$ cat src/shared/irq_setup_pkg.sv
// constants and carriers for the bridge interrupt and filter setup block
// assumes a single 125 MHz clock domain
package irq_setup_pkg;
    // setup register
    localparam logic [3:0] SETUP_ADDR = 4'h8;
    localparam int SETUP_OVR_BIT = 1;
    localparam int SETUP_FEN_BIT = 0;
    localparam logic [7:0] SETUP_RESET = 8'h01;
    // mask control register (bit positions)
    localparam int MSK_DISC_BIT = 7;
    localparam int MSK_CHG_BIT = 6;
    localparam int MSK_BIN_BIT = 5;
    localparam int MSK_BOUT_BIT = 4;
    localparam int MSK_FLT_BIT = 3;
    localparam logic [7:0] MASK_RESET = 8'hFB;
    localparam logic [7:0] STATUS_RESET = 8'h03;
    // status bit positions: pending flags and live empty flags
    localparam int ST_ACK_BIT = 4;
    localparam int ST_FLT_BIT = 3;
    localparam int ST_BIN_BIT = 2;
    localparam int ST_BIN_EMPTY_BIT = 1;
    localparam int ST_BOUT_EMPTY_BIT = 0;
    localparam logic [2:0] MODE_ECP = 3'h3;
    // timing
    localparam longint CLK_HZ = 125000000;
    localparam int DISC_TIME_MS = 1000;
    localparam longint DISC_CYCLES = CLK_HZ * DISC_TIME_MS / 1000;
    localparam int EPP_TIMEOUT_US = 10;
    localparam int EPP_CYCLES = EPP_TIMEOUT_US * 125;
    localparam int FILT_LEN = 3;

    typedef struct packed {
        logic plh;
        logic select;
        logic perror;
        logic nfault;
        logic busy;
        logic nack;
    } periph_lines_t;

    typedef struct packed {
        logic ack;
        logic epp_to;
        logic fault;
        logic bulk_in;
        logic bulk_out;
        logic change;
        logic disconnect;
    } irq_src_t;
endpackage

$ cat src/core/line_filter.sv
// per-line synchroniser with optional all-samples-agree digital filter
// assumes raw lines may be asynchronous to the clock
`timescale 1ns/1ps
module line_filter import irq_setup_pkg::*; (
    // clock and reset
    input wire logic i_ref_clk,
    input wire logic i_nrst,
    input wire logic i_ce,
    // lines
    input wire periph_lines_t i_raw,
    input wire logic i_filter_en,
    output periph_lines_t o_clean
);
    periph_lines_t sync1_reg;
    periph_lines_t sync2_reg;
    periph_lines_t hist_reg [FILT_LEN];
    periph_lines_t all_one;
    periph_lines_t all_zero;
    periph_lines_t filt_reg;

    always_comb begin
        all_one = '1;
        all_zero = '1;
        for (int k = 0; k < FILT_LEN; k++) begin
            all_one = all_one & hist_reg[k];
            all_zero = all_zero & ~hist_reg[k];
        end
    end

    // two flops before anything looks at the lines
    always_ff @(posedge i_ref_clk or negedge i_nrst) begin
        if (!i_nrst) begin
            sync1_reg <= '1;
            sync2_reg <= '1;
            filt_reg <= '1;
            for (int k = 0; k < FILT_LEN; k++) hist_reg[k] <= '1;
        end else if (i_ce) begin
            sync1_reg <= i_raw;
            sync2_reg <= sync1_reg;
            hist_reg[0] <= sync2_reg;
            for (int k = 1; k < FILT_LEN; k++) hist_reg[k] <= hist_reg[k-1];
            // a line moves only after it held steady for the full window
            filt_reg <= (filt_reg | all_one) & ~all_zero;
        end
    end

    // bypass trades noise immunity for latency
    assign o_clean = i_filter_en ? filt_reg : sync2_reg;
endmodule // line_filter

$ cat src/core/irq_setup.sv
// interrupt condition tracking and input filter setup for the bridge
// assumes register port is synchronous, reads are single-cycle strobes
`timescale 1ns/1ps
module irq_setup import irq_setup_pkg::*; #(
    parameter longint DISC_LIMIT = DISC_CYCLES
) (
    // clock, reset, enable
    input wire logic i_ref_clk,
    input wire logic i_nrst,
    input wire logic i_ce,
    // register port
    input wire logic [3:0] i_addr,
    input wire logic i_wr,
    input wire logic i_rd,
    input wire logic [7:0] i_wdata,
    output logic [7:0] o_rdata,
    // control inputs from other registers
    input wire logic [7:0] i_mask_ctl,
    input wire logic i_int_enable,
    input wire logic i_epp_to_mask,
    input wire logic [2:0] i_mode,
    // transfer engine status
    input wire logic i_epp_busy,
    input wire logic i_epp_ack,
    input wire logic i_bulk_in_avail,
    input wire logic i_bulk_out_pending,
    // parallel side
    input wire periph_lines_t i_lines,
    input wire logic i_filter_strap,
    // outputs
    output logic o_filter_active,
    output logic [7:0] o_status,
    output logic o_irq_pending,
    output logic o_epp_timeout
);
    logic [7:0] setup_reg;
    periph_lines_t clean;
    periph_lines_t prev_reg;
    irq_src_t pend_reg;
    irq_src_t evt;
    logic [7:0] status_next;
    logic [10:0] epp_cnt_reg;
    logic [27:0] disc_cnt_reg;
    logic filt_sel;
    logic rd_clear;
    logic epp_hit;
    logic disc_idle;
    logic disc_hit;
    logic bout_prev_reg;
    logic fault_en_prev_reg;
    logic bin_st;
    logic bout_empty;
    logic fault_armed;
    irq_src_t pend_kept;

    // filter source select
    assign filt_sel = setup_reg[SETUP_OVR_BIT] ? setup_reg[SETUP_FEN_BIT] : i_filter_strap;

    line_filter u_filter (
        .i_ref_clk(i_ref_clk),
        .i_nrst(i_nrst),
        .i_ce(i_ce),
        .i_raw(i_lines),
        .i_filter_en(filt_sel),
        .o_clean(clean)
    );

    // any read of the block clears pending
    assign rd_clear = i_rd;
    assign bin_st = i_bulk_in_avail;
    // fault source live only in ECP with its mask open
    assign fault_armed = (i_mode == MODE_ECP) && !i_mask_ctl[MSK_FLT_BIT];
    // clear applied first so a same-cycle event still lands
    assign pend_kept = rd_clear ? '0 : pend_reg;
    assign bout_empty = !i_bulk_out_pending;
    assign epp_hit = i_epp_busy && !i_epp_ack && (epp_cnt_reg == 11'(EPP_CYCLES - 1));
    assign disc_idle = !clean.plh && clean.nack && clean.busy && clean.nfault
        && clean.perror && clean.select;
    assign disc_hit = (prev_reg.plh && !clean.plh)
        || (disc_idle && disc_cnt_reg == 28'(DISC_LIMIT));

    always_comb begin
        evt.ack = i_int_enable && !prev_reg.nack && clean.nack;
        evt.epp_to = !i_epp_to_mask && epp_hit;
        evt.fault = fault_armed
            && ((prev_reg.nfault && !clean.nfault)
            || (!clean.nfault && fault_en_prev_reg == 1'b0));
        evt.bulk_in = !i_mask_ctl[MSK_BIN_BIT] && bin_st;
        evt.bulk_out = !i_mask_ctl[MSK_BOUT_BIT] && bout_empty && !bout_prev_reg;
        evt.change = !i_mask_ctl[MSK_CHG_BIT] && (clean != prev_reg);
        evt.disconnect = !i_mask_ctl[MSK_DISC_BIT] && disc_hit;
    end

    // change and disconnect carry no status bit of their own
    always_comb begin
        status_next = 8'h00;
        status_next[ST_ACK_BIT] = pend_reg.ack;
        status_next[ST_FLT_BIT] = pend_reg.fault;
        status_next[ST_BIN_BIT] = pend_reg.bulk_in;
        status_next[ST_BIN_EMPTY_BIT] = !bin_st;
        status_next[ST_BOUT_EMPTY_BIT] = bout_empty;
    end

    // setup register
    always_ff @(posedge i_ref_clk or negedge i_nrst) begin
        if (!i_nrst) begin
            setup_reg <= SETUP_RESET;
        end else if (i_ce && i_wr && i_addr == SETUP_ADDR) begin
            setup_reg <= i_wdata;
        end
    end

    // sticky pending, a new event wins over the read clear
    always_ff @(posedge i_ref_clk or negedge i_nrst) begin
        if (!i_nrst) begin
            pend_reg <= '0;
        end else if (i_ce) begin
            pend_reg <= pend_kept | evt;
        end
    end

    // history for edge and level-unmask detection
    always_ff @(posedge i_ref_clk or negedge i_nrst) begin
        if (!i_nrst) begin
            prev_reg <= '1;
            bout_prev_reg <= 1'b1;
            fault_en_prev_reg <= 1'b0;
        end else if (i_ce) begin
            prev_reg <= clean;
            bout_prev_reg <= bout_empty;
            // level fault fires once per unmask, not every cycle
            fault_en_prev_reg <= fault_armed && !clean.nfault;
        end
    end

    // handshake and idle timers
    always_ff @(posedge i_ref_clk or negedge i_nrst) begin
        if (!i_nrst) begin
            epp_cnt_reg <= '0;
            disc_cnt_reg <= '0;
        end else if (i_ce) begin
            epp_cnt_reg <= (i_epp_busy && !i_epp_ack && !epp_hit) ? epp_cnt_reg + 11'd1 : '0;
            // saturates past the limit so the idle hit fires once
            if (!disc_idle) disc_cnt_reg <= '0;
            else if (disc_cnt_reg <= 28'(DISC_LIMIT)) disc_cnt_reg <= disc_cnt_reg + 28'd1;
        end
    end

    // registered outputs
    always_ff @(posedge i_ref_clk or negedge i_nrst) begin
        if (!i_nrst) begin
            o_rdata <= 8'h00;
            o_filter_active <= 1'b1;
            o_status <= STATUS_RESET;
            o_irq_pending <= 1'b0;
            o_epp_timeout <= 1'b0;
        end else if (i_ce) begin
            o_rdata <= (i_addr == SETUP_ADDR) ? setup_reg : status_next;
            o_filter_active <= filt_sel;
            o_status <= status_next;
            o_irq_pending <= |(pend_kept | evt);
            o_epp_timeout <= epp_hit;
        end
    end
endmodule // irq_setup

$ cat config.mk
export PLATFORM = sky130hd
export DESIGN_NAME = irq_setup
export DESIGN_NICKNAME = d
export VERILOG_FILES = /design/src/shared/irq_setup_pkg.sv /design/src/core/line_filter.sv /design/src/core/irq_setup.sv
export SDC_FILE = /design/constraint.sdc
export NUM_CORES = 1
export LEC_CHECK = 0
export ABC_CLOCK_PERIOD_IN_PS = 4300
export BUFFER_PORTS_ARGS = -buffer_cell sky130_fd_sc_hd__buf_2
export CAP_MARGIN = 20
export CORE_MARGIN = 2
export CORE_UTILIZATION = 55
export DETAILED_ROUTE_END_ITERATION = 7
export MAX_ROUTING_LAYER = met4
export PLACE_DENSITY = 0.79
export SYNTH_ARGS = -nofsm -noshare
export SYNTH_HDL_FRONTEND = slang
export SYNTH_SLANG_ARGS = --single-unit
$ cat constraint.sdc
create_clock -name i_ref_clk -period 4.3 [get_ports i_ref_clk]
set_clock_uncertainty 0.1 [all_clocks]
set_input_delay 0.86 -clock i_ref_clk [delete_from_list [all_inputs] [get_ports i_ref_clk]]
set_output_delay 0.86 -clock i_ref_clk [all_outputs]
set_load 0.01 [all_outputs]
==> impl_results.md <==
* Status: finished clean
* Critical Path RT at 4.59 ns
* Crit start category: flip-flop
* #FFs+latches synth at 113
* Worst path bufs/invs at 1
* Pwr dens at 459 nW/µm²
* Area delta synth->final at 17.0%
* Clock root cell: clkbuf_8
* Hold_buf cts at 0
* Most frequent cells after synthesis: dfrtp_1, dfstp_2, mux2_2
* Vias in the first global route at 4494
* Initial antenna violation count at 0
* Via density at 6.01
* Core region area at 9820 µm²
* Synth top area cells: dfrtp_1, dfstp_2, mux2_2
* Synth warnings at 0
* Clock Pin Slew Worst Setup and Hold Paths at 0.06 ns
* Row count at 36
* Tcrit/Tclk final at 66.1%
* Clock sinks at 113
* Register area share after synthesis at 51.7%
* First-pass GRT wire length at 21000 µm
* Syn_area_per_cell at 10.6 µm²
* Crit path time final at 2.84 ns
* Post-synthesis cell type count at 57
* Rel. slew slack at 56.6%
* DRC at 0
* Critical-path cell list: mux2i_4 -> nor4b_4 -> a41oi_2 -> a211oi_4 -> buf_4 -> or3_1 -> o41ai_1
* Worst setup EP type: flip-flop
* Max_cap viols at 0
* Top FF cell, synth: dfrtp_1
* Setup WS post-layout at 1.46 ns
* Hold Crit Class: input port to async pin
* Share of the synthesized area in the top cell type at 30.0%
* Fin. Hold Viols at 0
* Number of flops mapped to enable cells by yosys at 0
* Largest area contributor in the netlist: dfrtp_1
* M2 GR Usage at 39.5%
* Initial DRC Count at 182
* VDD IR max at 0.000386 V
* Drt pass-1 iters at 5
* GP Congestion at 0.892
* Clk_lat worst skew at 0.52 ns
* Die Wd at 105 µm
* GRT met1 Usage at 29.9%
* Postcts setup bufs at 0
* LEAKAGE at 2.75 nW
* Htree depth at 4
* GRT Total Usage at 24.3%
* Total number of vias at 4366
* DRT antenna net count at 0
* Crit Path Category: flip-flop to flip-flop
* Final setup fails at 0
* Flip-flop count of the largest register after layout at 28
* Post-Place Worst Slack at 1.05 ns
* Max Clk Rate at 0.352 GHz
* Most Used Layer, Global Route: met2
* Die Area at 11000 µm²
* Largest net degree at the start of global routing at 80
* Post-CTS Resized at 0
* Final WL at 12100 µm
* Max incr delay on CP at 0.56 ns
* # IOs at 60
* Most frequent cell after synthesis: dfrtp_1
* Asr flop ratio synth at 100%
* CTS tree: done
* Synth Cell Area at 5580 µm²
* Met3 usage at 5.80%
* Post-DP HPWL at 8110 µm
* Worst-margin pin slew at 0.648 ns
* Sum Neg Setup Slack at 0 ns
* Die Ht at 105 µm
* WL per Instance at 16.7 µm
* # nets final at 627
* Total CTS buffers at 17
* Remaining global-route overflow at 0
* ANT cells at 0
* Critical path arrival at 3.14 ns
* Initial Util at 56.9%
* RSZ-0062 raised after global routing: false
* Port Buffers at 53
* Fraction of layout instances using a drive strength above 1 at 31.9%
* CP max-delay cell: mux2i_4
* Fill cell count at 763
* Largest fanout on the critical path at 26
* Fin. max-slew vios at 0
* CP top delay family: compound AO/OA/AOI/OAI gates
* CTS Buffer Depth at 2
* Mapped Cells at 526
[metal layers]
| metal | vias to the layer above | routed length (µm) |
|---|---|---|
| met1 | 2159 | 5100 |
| met4 | 0 | 195 |
| li1 | 2050 | - |
| met3 | 21 | 626 |
| met5 | - | 0 |
| met2 | 136 | 6170 |
[cell type report]
| cell class | count | area [µm²] | area share (%) |
|---|---|---|---|
| clock buffer | 20 | 455 | 6.97 |
| clock inverter | 12 | 104 | 1.59 |
| inverter | 14 | 52.6 | 0.804 |
| multi-input combinational | 373 | 2520 | 38.6 |
| sequential | 113 | 2890 | 44.2 |
| tap | 133 | 166 | 2.55 |
| timing repair buffer | 61 | 350 | 5.36 |
[through the flow]
| stage | utilization (%) | total power [mW] | hold slack [ns] | area, µm² | std cells |
|---|---|---|---|---|---|
| CTS | 66.2 | 3.02 | 0.379 | 6500 | 725 |
| global route | 66.5 | 3.14 | 0.210 | 6530 | 726 |
| floorplan | - | 1.57 | 0.340 | 5590 | 528 |
| finish | 66.5 | 3.00 | 0.181 | 6530 | 726 |
| global placement | 60.6 | 1.67 | 0.360 | 5950 | 693 |
| detailed placement | 60.6 | 1.70 | 0.366 | 5950 | 693 |
[where the power goes]
part	switching, mW	leakage (nW)	internal [mW]	total, mW
Clock	0.496	0.286	0.812	1.31
Sequential	0.105	1.38	1.25	1.36
Combinational	0.171	1.08	0.166	0.336
[layout by cell type (no fill, tap or decap), types with 3 or more instances in the layout]
master	instances
a211o_1	3
a21oi_1	36
a22o_1	3
a31oi_1	8
and3_1	8
buf_2	51
buf_4	9
clkbuf_16	16
clkbuf_8	4
clkinv_2	4
conb_1	3
dfrtp_1	67
dfstp_2	46
ha_1	6
inv_1	14
inv_4	3
mux2_2	43
mux2i_1	10
nand2_1	39
nand2b_1	5
nand3_1	22
nand4_1	13
nor2_1	41
nor3_1	10
nor4_1	7
o211ai_1	4
o21a_1	4
o21ai_0	24
o21ai_1	3
o31ai_1	11
o41ai_1	4
or3_1	15
or4_1	9
xnor2_1	3
xor2_1	7
[path summary, 6_finish.rpt]
check / start / endpoint / slack (ns) / cells after the start
min in group i_ref_clk: pend_reg[0] / pend_reg[0] / 0.38 / 2
hold / removal: i_nrst / epp_cnt_reg[4] / 0.18 / 1
max in group asynchronous: i_nrst / u_filter.hist_reg[0] / 2.83 / 3
setup / recovery: setup_reg[1] / disc_cnt_reg[15] / 1.46 / 7
setup reg to reg: setup_reg[1] / disc_cnt_reg[15] / 1.46 / 7
hold reg to reg: pend_reg[0] / pend_reg[0] / 0.38 / 2
[worst reg2reg max path: stages (launching register included)]
cell	delay, ns
dfrtp_1	0.43
mux2i_4	0.56
nor4b_4	0.12
a41oi_2	0.40
a211oi_4	0.05
buf_4	0.24
or3_1	0.41
o41ai_1	0.41
[logic make-up after synthesis]
kind of cell,after synthesis,synth area share (%)
flip-flops,113,51.7
buffers and inverters,42,3.61
other,1,0.0672
XOR/XNOR,10,1.57
adder cells (fa/ha/maj),6,1.34
AO/OA/AOI/OAI,113,13.0
AND/OR/NAND/NOR,187,17.9
multiplexers,54,10.9
Note: power is estimated with default switching activity, not from simulation.
